<file path="src/core/bcr_pkg.sv">
// Shared constants and carriers for the first buck converter control bank
package bcr_pkg;
  // ----------------------------------------
  // Register indices (byte address = 4 x index)
  // ----------------------------------------
  localparam logic [14:0] IDX_CTRL = 15'h4057;
  localparam logic [14:0] IDX_RUN = 15'h4058;
  localparam logic [14:0] IDX_SLEEP = 15'h4060;
  localparam logic [14:0] IDX_STAT = 15'h4061;
  localparam logic [14:0] IDX_MASK = 15'h4062;
  localparam logic [14:0] IDX_STATE = 15'h4063;
  // ----------------------------------------
  // Field positions
  // ----------------------------------------
  localparam int ERR_LSB = 14;
  localparam int SRC_LSB = 11;
  localparam int VSEL_BIT = 10;
  localparam int HMODE_LSB = 8;
  localparam int THR_LSB = 4;
  localparam int HCEN_BIT = 0;
  localparam int SLOT_LSB = 13;
  localparam int RMODE_LSB = 8;
  localparam int VHI_LSB = 2;
  localparam int IRQ_UV = 0;
  localparam int IRQ_HC = 1;
  // ----------------------------------------
  // Writable masks and reset values
  // ----------------------------------------
  localparam logic [15:0] CTRL_MASK = 16'hDF71;
  localparam logic [15:0] CTRL_RST = 16'h0300;
  localparam logic [15:0] RUN_MASK = 16'hE37F;
  localparam logic [15:0] RUN_RST = 16'h0100;
  localparam logic [15:0] SLEEP_MASK = 16'h007F;
  localparam logic [15:0] SLEEP_RST = 16'h0000;
  localparam logic [1:0] FREQ_RST = 2'h0;
  // ----------------------------------------
  // Codes
  // ----------------------------------------
  localparam logic [1:0] ERR_IGNORE = 2'h0;
  localparam logic [1:0] ERR_SHUT = 2'h1;
  localparam logic [1:0] ERR_RESET = 2'h2;
  localparam logic [1:0] MODE_HW_OFF = 2'h1;
  localparam logic [2:0] SLOT_FIRST = 3'h1;
  localparam logic [2:0] SLOT_LAST = 3'h5;
  localparam logic [2:0] SLOT_HWEN1 = 3'h6;
  localparam logic [2:0] SLOT_HWEN2 = 3'h7;
  localparam logic [6:0] VMIN_CODE = 7'h08;
  localparam logic [6:0] VMAX_CODE = 7'h68;
  localparam logic [6:0] VSTEP_MAX = 7'h60;
  localparam logic [6:0] V4M_MAX = 7'h48;
  // ----------------------------------------
  // Carriers
  // ----------------------------------------
  typedef struct packed {
    logic load;
    logic [4:0] vhi;
    logic [1:0] freq;
  } bcr_cfg_s;
  typedef struct packed {
    logic en;
    logic [1:0] mode;
    logic [6:0] step;
  } bcr_conv_s;
  typedef struct packed {
    logic hc_ind;
    logic over_limit;
    logic hw_active;
    logic uv_shut;
    logic [1:0] freq;
    logic [6:0] step;
    logic [1:0] mode;
    logic en;
  } bcr_state_s;
endpackage

</file>
<file path="src/core/bcr_top.sv">
// Control register bank and control logic of the first buck converter
//
// Contract
// - Undervoltage reaction: ignore, shut converter, device reset
// - Undervoltage always sets its status bit and raises the interrupt unless masked
// - Hardware control source selects input one/two/either
// - Hardware control picks run or sleep voltage
// - Hardware control mode field, resets to hysteretic
// - High-current threshold 125mA steps to 1000mA
// - High-current indication only while detect enabled
// - Start-up slot: never or timeslots one-five
// - Slot codes 110/111 follow hardware enables
// - Run mode field, resets to auto mode
// - Seven-bit run voltage, 0.6V-1.8V, 12.5mV
// - Upper run voltage bits loadable from configuration
// - Sleep voltage uses same seven-bit coding
// - Frequency code written only by configuration load
`timescale 1ns/1ps
module bcr_top (
  // Clock and reset
  input wire logic clk,
  input wire logic rst,
  // Avalon-MM slave
  input wire logic [16:0] avs_address,
  input wire logic avs_read,
  input wire logic avs_write,
  input wire logic [31:0] avs_writedata,
  input wire logic [3:0] avs_byteenable,
  output logic [31:0] avs_readdata,
  output logic avs_waitrequest,
  // Converter monitors
  input wire logic uv_detect,
  input wire logic hc_over,
  // Hardware control and enable pins
  input wire logic hw_ctrl1,
  input wire logic hw_ctrl2,
  input wire logic hw_en1,
  input wire logic hw_en2,
  // Start-up sequencer
  input wire logic slot_strobe,
  input wire logic [2:0] slot_num,
  input wire logic seq_off,
  // Configuration load
  input wire bcr_pkg::bcr_cfg_s cfg,
  // Converter control
  output bcr_pkg::bcr_conv_s conv,
  output logic [2:0] hc_level,
  output logic hc_ind,
  output logic dev_reset_req,
  output logic irq
);
  // ----------------------------------------
  // Registers
  // ----------------------------------------
  logic [15:0] ctrl_ff;
  logic [15:0] run_ff;
  logic [15:0] sleep_ff;
  logic [1:0] freq_ff;
  logic [1:0] stat_ff;
  logic [1:0] snap_ff;
  logic [1:0] mask_ff;
  logic wait_ff;
  logic [31:0] rdata_ff;
  bcr_pkg::bcr_conv_s conv_ff;
  logic [2:0] hc_level_ff;
  logic hc_ind_ff;
  logic dev_rst_ff;
  logic irq_ff;
  logic uv_d_ff;
  logic uv_shut_ff;

  // ----------------------------------------
  // Bus decode
  // ----------------------------------------
  wire logic [14:0] idx = avs_address[16:2];
  wire logic any_req = avs_read || avs_write;
  // Every access gets exactly one wait cycle, so the answer time is fixed
  wire logic req = any_req && wait_ff;
  wire logic acc = any_req && !wait_ff;
  wire logic wr = acc && avs_write;
  wire logic hit_ctrl = idx == bcr_pkg::IDX_CTRL;
  wire logic hit_run = idx == bcr_pkg::IDX_RUN;
  wire logic hit_sleep = idx == bcr_pkg::IDX_SLEEP;
  wire logic hit_stat = idx == bcr_pkg::IDX_STAT;
  wire logic hit_mask = idx == bcr_pkg::IDX_MASK;
  wire logic hit_state = idx == bcr_pkg::IDX_STATE;
  wire logic [15:0] be_mask = {{8{avs_byteenable[1]}}, {8{avs_byteenable[0]}}};
  wire logic [15:0] wdat = avs_writedata[15:0];

  function automatic logic [15:0] merge(input logic [15:0] old, input logic [15:0] bm,
                                        input logic [15:0] d, input logic [15:0] fm);
    merge = ((old & ~bm) | (d & bm)) & fm;
  endfunction

  // ----------------------------------------
  // Next register values
  // ----------------------------------------
  wire logic [15:0] nxt_ctrl = (wr && hit_ctrl) ? merge(ctrl_ff, be_mask, wdat, bcr_pkg::CTRL_MASK) : ctrl_ff;
  wire logic [15:0] run_w = (wr && hit_run) ? merge(run_ff, be_mask, wdat, bcr_pkg::RUN_MASK) : run_ff;
  // Configuration load overrides a same-cycle write of the upper code bits
  wire logic [15:0] nxt_run = cfg.load ? {run_w[15:7], cfg.vhi, run_w[1:0]} : run_w;
  wire logic [15:0] nxt_sleep = (wr && hit_sleep) ?
                                merge(sleep_ff, be_mask, wdat, bcr_pkg::SLEEP_MASK) : sleep_ff;
  wire logic [1:0] nxt_freq = cfg.load ? cfg.freq : freq_ff;
  wire logic [1:0] nxt_mask = (wr && hit_mask && avs_byteenable[0]) ? wdat[1:0] : mask_ff;

  // ----------------------------------------
  // Field views
  // ----------------------------------------
  wire logic [1:0] err_act = ctrl_ff[bcr_pkg::ERR_LSB +: 2];
  wire logic [1:0] hw_src = ctrl_ff[bcr_pkg::SRC_LSB +: 2];
  wire logic hw_vsel = ctrl_ff[bcr_pkg::VSEL_BIT];
  wire logic [1:0] hw_mode = ctrl_ff[bcr_pkg::HMODE_LSB +: 2];
  wire logic [2:0] thr = ctrl_ff[bcr_pkg::THR_LSB +: 3];
  wire logic hc_on = ctrl_ff[bcr_pkg::HCEN_BIT];
  wire logic [2:0] slot = run_ff[bcr_pkg::SLOT_LSB +: 3];
  wire logic [1:0] run_mode = run_ff[bcr_pkg::RMODE_LSB +: 2];

  // ----------------------------------------
  // Converter control
  // ----------------------------------------
  // Bit 0 of the source picks input one, bit 1 input two, both give either
  wire logic hw_active = (hw_src[0] && hw_ctrl1) || (hw_src[1] && hw_ctrl2);
  wire logic [6:0] sel_code = (hw_active && hw_vsel) ? sleep_ff[6:0] : run_ff[6:0];
  wire logic [1:0] sel_mode = hw_active ? hw_mode : run_mode;
  wire logic hw_off = hw_active && (hw_mode == bcr_pkg::MODE_HW_OFF);
  wire logic en_raw;
  wire logic [6:0] step_w;
  wire logic over_w;

  bcr_enable u_enable (
    .clk(clk),
    .rst(rst),
    .slot(slot),
    .uv_shut(uv_shut_ff),
    .slot_strobe(slot_strobe),
    .slot_num(slot_num),
    .seq_off(seq_off),
    .hw_en1(hw_en1),
    .hw_en2(hw_en2),
    .en(en_raw)
  );

  bcr_vmap u_vmap (
    .code(sel_code),
    .freq(freq_ff),
    .step(step_w),
    .over_limit(over_w)
  );

  wire bcr_pkg::bcr_conv_s nxt_conv = '{en: en_raw && !hw_off, mode: sel_mode, step: step_w};

  // ----------------------------------------
  // Events and interrupt
  // ----------------------------------------
  wire logic uv_rise = uv_detect && !uv_d_ff;
  wire logic hc_now = hc_on && hc_over;
  wire logic hc_rise = hc_now && !hc_ind_ff;
  wire logic [1:0] ev = {hc_rise, uv_rise};
  // Only the bits actually returned are cleared, so a late event survives
  wire logic [1:0] clr = (acc && avs_read && hit_stat) ? snap_ff : 2'h0;
  wire logic [1:0] nxt_stat = (stat_ff & ~clr) | ev;
  wire logic shut_set = uv_rise && (err_act == bcr_pkg::ERR_SHUT);
  wire logic nxt_shut = shut_set || (uv_shut_ff && !(wr && hit_ctrl));

  // ----------------------------------------
  // Read mux
  // ----------------------------------------
  wire bcr_pkg::bcr_state_s st = '{hc_ind: hc_ind_ff, over_limit: over_w, hw_active: hw_active,
                                   uv_shut: uv_shut_ff, freq: freq_ff, step: conv_ff.step,
                                   mode: conv_ff.mode, en: conv_ff.en};
  wire logic [15:0] rd_word = hit_ctrl ? ctrl_ff :
                              hit_run ? run_ff :
                              hit_sleep ? sleep_ff :
                              hit_stat ? {14'h0000, stat_ff} :
                              hit_mask ? {14'h0000, mask_ff} :
                              hit_state ? st : 16'h0000;

  // ----------------------------------------
  // Register update
  // ----------------------------------------
  always_ff @(posedge clk) begin
    if (rst) begin
      ctrl_ff <= bcr_pkg::CTRL_RST;
      run_ff <= bcr_pkg::RUN_RST;
      sleep_ff <= bcr_pkg::SLEEP_RST;
      freq_ff <= bcr_pkg::FREQ_RST;
      mask_ff <= 2'h0;
    end else begin
      ctrl_ff <= nxt_ctrl;
      run_ff <= nxt_run;
      sleep_ff <= nxt_sleep;
      freq_ff <= nxt_freq;
      mask_ff <= nxt_mask;
    end
  end

  always_ff @(posedge clk) begin
    if (rst) begin
      wait_ff <= 1'b1;
      rdata_ff <= 32'h0000_0000;
      snap_ff <= 2'h0;
      stat_ff <= 2'h0;
      irq_ff <= 1'b0;
    end else begin
      wait_ff <= !req;
      rdata_ff <= (req && avs_read) ? {16'h0000, rd_word} : rdata_ff;
      snap_ff <= req ? stat_ff : snap_ff;
      stat_ff <= nxt_stat;
      irq_ff <= |(nxt_stat & ~nxt_mask);
    end
  end

  always_ff @(posedge clk) begin
    if (rst) begin
      conv_ff <= '0;
      hc_level_ff <= 3'h0;
      hc_ind_ff <= 1'b0;
      dev_rst_ff <= 1'b0;
      uv_d_ff <= 1'b0;
      uv_shut_ff <= 1'b0;
    end else begin
      conv_ff <= nxt_conv;
      hc_level_ff <= thr;
      hc_ind_ff <= hc_now;
      dev_rst_ff <= uv_rise && (err_act == bcr_pkg::ERR_RESET);
      uv_d_ff <= uv_detect;
      uv_shut_ff <= nxt_shut;
    end
  end

  // ----------------------------------------
  // Outputs
  // ----------------------------------------
  assign avs_readdata = rdata_ff;
  assign avs_waitrequest = wait_ff;
  assign conv = conv_ff;
  assign hc_level = hc_level_ff;
  assign hc_ind = hc_ind_ff;
  assign dev_reset_req = dev_rst_ff;
  assign irq = irq_ff;
endmodule

</file>
<file path="src/core/bcr_vmap.sv">
// Voltage code to linear step index, with fast-switching limit check
`timescale 1ns/1ps
module bcr_vmap (
  // Code in
  input wire logic [6:0] code,
  input wire logic [1:0] freq,
  // Step out
  output logic [6:0] step,
  output logic over_limit
);
  wire logic low = code <= bcr_pkg::VMIN_CODE;
  wire logic high = code >= bcr_pkg::VMAX_CODE;
  wire logic [6:0] lin = code - bcr_pkg::VMIN_CODE;
  // Step 0 is the minimum, step 60h the maximum output
  assign step = low ? 7'h00 : (high ? bcr_pkg::VSTEP_MAX : lin);
  // Codes 10 and 11 both mean fast switching; software must keep below the limit
  assign over_limit = freq[1] && (code > bcr_pkg::V4M_MAX);
endmodule

</file>
<file path="src/core/bcr_enable.sv">
// Start-up slot and hardware enable selection for the converter
`timescale 1ns/1ps
module bcr_enable (
  // Clock and reset
  input wire logic clk,
  input wire logic rst,
  // Configuration
  input wire logic [2:0] slot,
  input wire logic uv_shut,
  // Sequencer and pins
  input wire logic slot_strobe,
  input wire logic [2:0] slot_num,
  input wire logic seq_off,
  input wire logic hw_en1,
  input wire logic hw_en2,
  // Result
  output logic en
);
  logic on_ff;
  wire logic seq_slot = (slot >= bcr_pkg::SLOT_FIRST) && (slot <= bcr_pkg::SLOT_LAST);
  wire logic hit = slot_strobe && seq_slot && (slot_num == slot);
  wire logic nxt_on = (on_ff && !seq_off && seq_slot) || hit;
  wire logic pin_en = (slot == bcr_pkg::SLOT_HWEN2) ? hw_en2 : hw_en1;

  always_ff @(posedge clk) begin
    on_ff <= rst ? 1'b0 : nxt_on;
  end

  // Slots 110 and 111 bypass the sequencer entirely
  assign en = !uv_shut && (slot >= bcr_pkg::SLOT_HWEN1 ? pin_en : on_ff);
endmodule

</file>
<file path="config.mk">
export PLATFORM = sky130hd
export DESIGN_NAME = bcr_top
export DESIGN_NICKNAME = d
export VERILOG_FILES = /design/src/core/bcr_pkg.sv /design/src/core/bcr_top.sv /design/src/core/bcr_vmap.sv /design/src/core/bcr_enable.sv
export SDC_FILE = /design/constraint.sdc
export NUM_CORES = 1
export LEC_CHECK = 0
export BUFFER_PORTS_ARGS = -buffer_cell sky130_fd_sc_hd__buf_2
export CAP_MARGIN = 0
export CELL_PAD_IN_SITES_DETAIL_PLACEMENT = 0
export CELL_PAD_IN_SITES_GLOBAL_PLACEMENT = 2
export CORE_MARGIN = 2
export CORE_UTILIZATION = 27
export DETAILED_ROUTE_END_ITERATION = 7
export GPL_ROUTABILITY_DRIVEN = 0
export PLACE_DENSITY_LB_ADDON = 0.1
export SLEW_MARGIN = 20
export SYNTH_ARGS = -nofsm -noshare
export SYNTH_HDL_FRONTEND = slang
export SYNTH_HIERARCHICAL = 1
export SYNTH_SLANG_ARGS = --single-unit
</file>
<file path="constraint.sdc">
create_clock -name clk -period 2.35 [get_ports clk]
set_input_delay 0 -clock clk [delete_from_list [all_inputs] [get_ports clk]]
set_output_delay 0 -clock clk [all_outputs]
set_load 0.01 [all_outputs]
</file>
==> results by group, run 1 <==
Run status
  – Status: finished, final reports clean

Die
  – # rows: 42
  – Initial core utilization: 0.280
  – Die ar.: 0.0148 mm2
  – Top Ports: 125
  – Die H: 122 um
  – Core ar.: 0.0133 mm2
  – DIE WIDTH: 122 um

Drt
  – Via-to-Cell Ratio: 4.77
  – Routed Antenna Nets: 0
  – Wl on met1: 5.48 mm
  – Wirelength per Cell: 17.1 um
  – TritonRoute pass-1 iters: 5
  – Top routing layer in use: met4
  – Via count: 3,326
  – Routed WL: 11.9 mm
  – Metal2 WL: 5.70 mm
  – # DRC: 0
  – Initial DRC count: 179
  – DR WL met3: 594 um

STA
  – Fin. Hold Viols: 0
  – Relative slew slack: 0.658
  – Worst Tran Pin Value: 509 ps
  – Clock skew: 7.30 ps
  – Final Setup Violations: 0
  – Fmax: 0.436 GHz
  – Minimum clock period: 2290 ps
  – Slew Limit Fails: 0
  – RSZ-0062 raised after global routing: false
  – Tcrit/Tclk final: 0.975

Critical path
  – Cells along the critical path: a22o_1, nand2_2, buf_4, mux2_4, nor4b_4, nor2_1, o211a_1, a221oi_1, o21ai_0
  – Worst path slowest cell: mux2_4
  – Worst Path Max Fanout: 4
  – CP endpoint kind: register
  – Critical Path RT: 2570 ps
  – Crit-path max cell delay: 330 ps
  – Arr. time, crit path: 2510 ps
  – Critical Path Source Type: register
  – WS Path Type: reg -> reg

Clocking
  – Clock sinks: 74
  – Clk slew on worst S/H paths: 60 ps
  – Max H-tree Level: 3
  – Max Buffers Root-to-Sink: 2
  – Clk_lat worst skew: 340 ps
  – Num CTS Buffers: 9
  – Root Driver: clkbuf_16
  – CTS tree: done

Final layout
  – Synth-to-Final Area Change: 28.0%
  – Commonest cells after routing, fill and taps aside: buf_2 (87), dfxtp_1 (74), nor2_1 (48), mux2i_1 (37), nand2_1 (27)
  – # fillers: 1,419
  – Layout cells sized above 1: 0.288
  – Commonest non-fill, non-tap cell in the layout: buf_2
  – Number of inserted diodes: 0
  – Layout net count: 594
  – Final std cells w/o fill: 697
  – Final instance area: 0.00478 mm2

Pwr
  – Clock power share: 0.434
  – PwrDens: 608 mW/mm2
  – Switching Share: 0.251
  – Sequential Power Share: 0.450
  – NetSw: 0.729 mW
  – Combinational Power Share: 0.116
  – Internal: 2.18 mW
  – Peak supply drop: 0.414 mV
  – LEAKAGE: 1.97 nW

Yosys
  – Post-synth top area cell: dfxtp_1
  – Top cells by area, synth: dfxtp_1 (40%), mux2i_1 (9.9%), nor2_1 (4.8%)
  – Post-synthesis sequential area ratio: 0.397
  – Synth Flop Type: dfxtp_1
  – Yosys warns: 6
  – EDFF count, synth: 0
  – Post-synthesis cell count: 403
  – Seq cells post-synth: 74
  – Share of async-settable or async-resettable flops after synthesis: 0
  – Netlist cell types: 65
  – Top-area cell type share of the netlist area: 0.397
  – Mapped cell area: 0.00373 mm2
  – Average size of a mapped cell: 9.26 um2

Global routing
  – Total Routing Usage GR: 0.166
  – Pin count of the biggest net entering global routing: 43
  – Initial antenna violation count: 0
  – First-pass GRT wire length: 18.2 mm
  – GR Overflow Total: 0
  – Vias in the first global route: 3,219

Placement
  – Port-buffer cells: 87
  – Inst Count DP: 661
  – Area after DPL: 0.00430 mm2
  – Hpwl dp: 8.93 mm

Job
  – Max-Cap Viols: 0

Hold path
  – Worst Hold Launch: cfg[3]
  – Hold Crit Class: in -> reg
## Yosys cell counts (3+ instances only)
cell type and instances:
nand3_1 16, buf_4 17, nor4_1 4, nand2_1 28, nor4bb_1 3, clkbuf_8 5
dfxtp_1 74, o21ai_0 20, clkbuf_1 7, a311o_1 3, nor2_1 48, mux2_2 8
buf_2 5, a21oi_1 21, inv_1 6, mux2i_1 37, and2_1 4, nor2b_1 15
xnor2_1 3, nor3_1 14, a221oi_1 7
## logic make-up (layout without fill, tap and decap cells)
logic type               Yosys count  count (layout)  synth area share
AO/OA/AOI/OAI                     70              70             0.127
flip-flops                        74              74             0.397
XOR/XNOR                           3               3           0.00704
AND/OR/NAND/NOR                  162             162             0.245
other                              1              16           0.00100
multiplexers                      47              47             0.135
adder cells (fa/ha/maj)            2               2           0.00670
buffers and inverters             44             147            0.0805
## area by class of cell
type / instances / area [um2] / share of cell area
multi-input combinational: 300 / 2020 / 0.423
sequential: 74 / 1480 / 0.310
timing repair buffer: 125 / 768 / 0.161
inverter: 6 / 22.5 / 0.00471
tap: 176 / 220 / 0.0461
clock inverter: 3 / 15.0 / 0.00314
clock buffer: 13 / 250 / 0.0524
## layer usage
metal  GRT usage  vias up
met2       0.275       88
met4      0.0409        0
met3      0.0440        7
met1       0.217     1586
met5           0        -
li1            -     1645
## worst paths after layout
kind,to,depth (start not counted),slack (ps)
max,avs_readdata[14],9,60
min,run_ff[3],5,20
max reg2reg,avs_readdata[14],9,60
min reg2reg,avs_readdata[7],2,450
## metrics by stage
step | hold slack, ps | total power [mW] | worst slack (ps) | utilization | TNS, ps
3_5_place_dp | 225 | 1.65 | -10.5 | 0.322 | -10.5
2_1_floorplan | 84.5 | 1.54 | 46.8 | - | 0
4_1_cts | 18.1 | 2.95 | 18.3 | 0.357 | 0
6_report | 21.4 | 2.91 | 57.9 | 0.358 | 0
5_1_grt | 42.2 | 3.05 | 7.60 | 0.358 | 0
3_3_place_gp | 227 | 1.65 | 52.4 | 0.322 | 0
## critical path, delay by kind of cell (launching register included)
kind	cells	cell delay (ps)
AO/OA/AOI/OAI	4	870
AND/OR/NAND/NOR	3	490
multiplexers	1	330
flip-flops	1	320
buffers and inverters	1	150
## what timing repair did
action / 4_1_cts / 5_1_grt
buffers inserted: 0 / 1
endpoints found under the hold margin: 31 / 0
setup endpoints to repair: 2 / 5
resized for setup: 1 / 4
pin swaps: 0 / 2
hold buffers: 19 / 0
## power groups by stage
| stage | clock (mW) | combinational [mW] | sequential (mW) |
|---|---|---|---|
| after global routing | 1.37 | 0.372 | 1.31 |
| after global placement | 0 | 0.311 | 1.33 |
| after floorplan | 0 | 0.204 | 1.34 |
| final | 1.26 | 0.337 | 1.31 |
| after CTS | 1.31 | 0.339 | 1.31 |
| after detailed placement | 0 | 0.313 | 1.33 |
No activity file was read; power rests on OpenSTA's default activity.
==> inputs of run 2 (changes only) <==
--- a/config.mk
+++ b/config.mk
@@ -5,14 +5,16 @@
 export SDC_FILE = /design/constraint.sdc
 export NUM_CORES = 1
 export LEC_CHECK = 0
+export ABC_AREA = 1
 export BUFFER_PORTS_ARGS = -buffer_cell sky130_fd_sc_hd__buf_2
 export CAP_MARGIN = 0
 export CELL_PAD_IN_SITES_DETAIL_PLACEMENT = 0
 export CELL_PAD_IN_SITES_GLOBAL_PLACEMENT = 2
 export CORE_MARGIN = 2
-export CORE_UTILIZATION = 27
+export CORE_UTILIZATION = 24
 export DETAILED_ROUTE_END_ITERATION = 7
 export GPL_ROUTABILITY_DRIVEN = 0
+export MAX_ROUTING_LAYER = met4
 export PLACE_DENSITY_LB_ADDON = 0.1
 export SLEW_MARGIN = 20
 export SYNTH_ARGS = -nofsm -noshare
==> constraint.sdc (replaced) <==
create_clock -name clk -period 2.35 [get_ports clk]
set_input_delay 0.3525 -clock clk [delete_from_list [all_inputs] [get_ports clk]]
set_output_delay 0.3525 -clock clk [all_outputs]
set_load 0.01 [all_outputs]
==> run 2 against run 1 <==
  * Cell count increased by 29%
  * Largest cell class unchanged
  * First-iteration DRC count fell by 8.9%
  * Critical path type unchanged
  * Count of clock-buffer cells in the layout did not move
==> results by group, run 2 <==
Yosys
  – Synth Flop Type: dfxtp_1
  – Post-synth top cells: nand2_1 (153), dfxtp_1 (74), inv_1 (74)
  – Mapped cell area: 0.00391 mm2 (+4.8%)
  – Share of async-settable or async-resettable flops after synthesis: 0 (unchanged)
  – Top cells by area, synth: dfxtp_1 (38%), nand2_1 (15%), inv_1 (7.1%)
  – Netlist cell types: 41 (-37%)
  – EDFF count, synth: 0 (unchanged)
  – Most frequent cell after synthesis: nand2_1
  – Yosys warns: 6 (unchanged)
  – Post-synthesis cell count: 587 (+46%)
  – Post-synthesis sequential area ratio: 0.379 (-0.0182)
  – Top-area cell type share of the netlist area: 0.379 (-0.0182)
  – Seq cells post-synth: 74 (unchanged)
  – Average size of a mapped cell: 6.66 um2 (-28%)
  – Post-synth top area cell: dfxtp_1

Clocking
  – CTS tree: done
  – Max Buffers Root-to-Sink: 2 (unchanged)
  – # hold bufs at CTS: 0 (-19)
  – Max H-tree Level: 3 (unchanged)
  – Root Driver: clkbuf_16
  – Clock sinks: 74 (unchanged)
  – Clk_lat worst skew: 340 ps (about the same)
  – Num CTS Buffers: 9 (unchanged)
  – Clk slew on worst S/H paths: 60 ps (about the same)

STA
  – RSZ-0062 raised after global routing: false
  – Relative slew slack: 0.340 (-0.318)
  – Final setup margin: 209 ps (+151 ps)
  – Minimum clock period: 2140 ps (-151 ps)
  – Fmax: 0.467 GHz (+7.0%)
  – Worst Tran Pin Value: 989 ps (+480 ps)
  – Final hold slack: 235 ps (+214 ps)
  – Clock skew: 4.79 ps (-2.51 ps)
  – Fin. Hold Viols: 0 (unchanged)
  – Final Setup Violations: 0 (unchanged)
  – Slew Limit Fails: 0 (unchanged)
  – Tcrit/Tclk final: 0.911 (-0.0641)

Job
  – Max-Cap Viols: 0 (unchanged)

Die
  – # rows: 46 (+9.5%)
  – Core ar.: 0.0159 mm2 (+19%)
  – Initial core utilization: 0.246 (-0.0334)
  – Die ar.: 0.0173 mm2 (+17%)
  – Top Ports: 125 (unchanged)
  – Die H: 132 um (+8.3%)
  – DIE WIDTH: 132 um (+8.3%)

Critical path
  – Crit-path max cell delay: 570 ps (+240 ps)
  – Reg2Reg Depth: 10 (+1)
  – Critical Path RT: 2630 ps (+60 ps)
  – Crit-path leading delay family: simple AND/OR/NAND/NOR gates
  – Worst path slowest cell: o21ai_0
  – Flop-to-flop setup slack: 210 ps (+150 ps)
  – Cells along the critical path: inv_1, o22ai_2, nand2_2, o21ai_0, nand3_1, nand3_1, nand2_1, inv_1, inv_1, nor2_1
  – WS Path Type: reg -> reg
  – WP buf/inv: 3 (+2)
  – Arr. time, crit path: 2420 ps (-90 ps)
  – Critical R2R Capture: conv[5]
  – Worst Path Max Fanout: 8 (+4)
  – CP endpoint kind: register
  – Critical Path Source Type: register
  – Crit path top cell by count: inv_1

Global routing
  – Total Routing Usage GR: 0.156 (-0.0104)
  – First-pass GRT wire length: 20.3 mm (+12%)
  – Vias in the first global route: 3,757 (+17%)
  – Pin count of the biggest net entering global routing: 46 (+7.0%)
  – Initial antenna violation count: 0 (unchanged)
  – GR Overflow Total: 0 (unchanged)

Pwr
  – Switching Share: 0.241 (-0.0100)
  – Combinational Power Share: 0.102 (-0.014)
  – Peak supply drop: 0.334 mV (-19%)
  – Pwr Total: 3.23 mW (+11%)
  – LEAKAGE: 2.28 nW (+16%)
  – Clock power share: 0.494 (+0.060)
  – Sequential Power Share: 0.405 (-0.045)
  – Internal: 2.45 mW (+13%)
  – PwrDens: 657 mW/mm2 (+8.0%)
  – NetSw: 0.778 mW (+6.7%)

Placement
  – Pre-CTS WS: -85.6 ps (-75.1 ps)
  – Hpwl dp: 9.98 mm (+12%)
  – Port-buffer cells: 87 (unchanged)

Final layout
  – Layout net count: 758 (+28%)
  – FF+latch area: 0.00148 mm2 (unchanged)
  – Commonest non-fill, non-tap cell in the layout: nand2_1
  – # fillers: 1,816 (+28%)
  – Commonest cells after routing, fill and taps aside: nand2_1 (152), buf_2 (87), inv_1 (74), dfxtp_1 (74), nor2_1 (69)
  – Number of inserted diodes: 0 (unchanged)
  – Synth-to-Final Area Change: 25.7%
  – Util after Layout: 0.310 (-0.0484)
  – Area occupied by multi-input gates: 0.00196 mm2 (-3.2%)
  – Layout cells sized above 1: 0.238 (-0.0500)

Drt
  – Wirelength per Cell: 14.1 um (-17%)
  – # DRC: 0 (unchanged)
  – Via-to-Cell Ratio: 4.20 (-12%)
  – Via count: 3,785 (+14%)
  – Routed WL: 12.7 mm (+7.2%)
  – Initial DRC count: 163 (-8.9%)
  – Routed Antenna Nets: 0 (unchanged)
  – TritonRoute pass-1 iters: 4 (-1)

Hold path
  – Hold Crit Class: in -> reg
  – Worst Hold Launch: uv_detect
  – Hold EP: uv_d_ff
  – Worst hold path cell count: 3 (-2)

Run status
  – Status: finished, final reports clean
-- run 2: cell types whose count changed in the layout (fill, tap and decap cells not counted), sizes merged, moves of 15 or more --
cell and change:
nand2 +134, inv +78, mux2i -37, nor2 +34, nand3 +22, o21ai +20, dlygate4sd3 -19, a21oi +15
nor2b -15
-- run 2: area by class of cell --
cell class	instances	share of cell area
multi-input cells	409	0.398
flip-flops and latches	74	0.301
repair buffers	99	0.107
inverters	87	0.0679
clock buffers	13	0.0570
well taps	216	0.0550
clock inverters	3	0.0140
-- run 2: how the worst max path moves through the flow --
stage | from | to | slack (ps) | cells past startpoint
4_1_cts | register | conv[5] | 50 | 10
3_5_place_dp | hw_ctrl1 | avs_readdata[14] | -90 | 13
2_1_floorplan | register | conv[0] | 220 | 13
5_1_grt | register | conv[4] | 30 | 14
6_report | register | conv[5] | 210 | 10
3_3_place_gp | hw_ctrl1 | conv[1] | -20 | 10
-- run 2: routing by layer --
metal  vias to the layer above  track usage  share of wire
li1                       1996            -              -
met1                      1710        0.200           0.49
met2                        67        0.246           0.45
met3                        12       0.0320          0.035
met4                         0       0.0495          0.018
met5                         -            -              0
-- run 2: power by group through the flow --
| stage | Sequential, mW | Clock [mW] | Combinational (mW) |
|---|---|---|---|
| detailed placement | 1.34 | 0 | 0.334 |
| finish | 1.31 | 1.59 | 0.329 |
| floorplan | 1.34 | 0 | 0.211 |
| global placement | 1.34 | 0 | 0.330 |
| global route | 1.31 | 1.69 | 0.373 |
| CTS | 1.31 | 1.64 | 0.335 |
-- run 2: worst register-to-register path: cells and delay by family (launching register included) --
| family | cells | cell delay, ps |
|---|---|---|
| buffers and inverters | 3 | 140 |
| flip-flops | 1 | 350 |
| AND/OR/NAND/NOR | 5 | 800 |
| AO/OA/AOI/OAI | 2 | 790 |
-- run 2: repair_timing --
item	in CTS	in global routing
gates cloned	0	0
endpoints found under the setup margin	7	8
resized for setup	1	2
pin swaps	0	0
setup buffers	0	0
-- run 2: cell families (layout without fill, tap and decap cells) --
kind of cell / after synthesis / in the layout / synth area share
buf+inv: 119 / 202 / 0.138
compound gates: 90 / 90 / 0.127
simple gates: 299 / 299 / 0.345
flops: 74 / 74 / 0.379
xor+xnor: 2 / 2 / 0.00448
other cells: 1 / 16 / 0.000959
fa+ha+maj: 2 / 2 / 0.00640
-- run 2: per-stage QoR --
stage	TNS, ps	std cells	cell area [um2]
floorplan	0	602	3970
global placement	-53.2	885	4560
detailed placement	-551	885	4560
CTS	0	901	4910
global route	0	901	4920
finish	0	901	4920
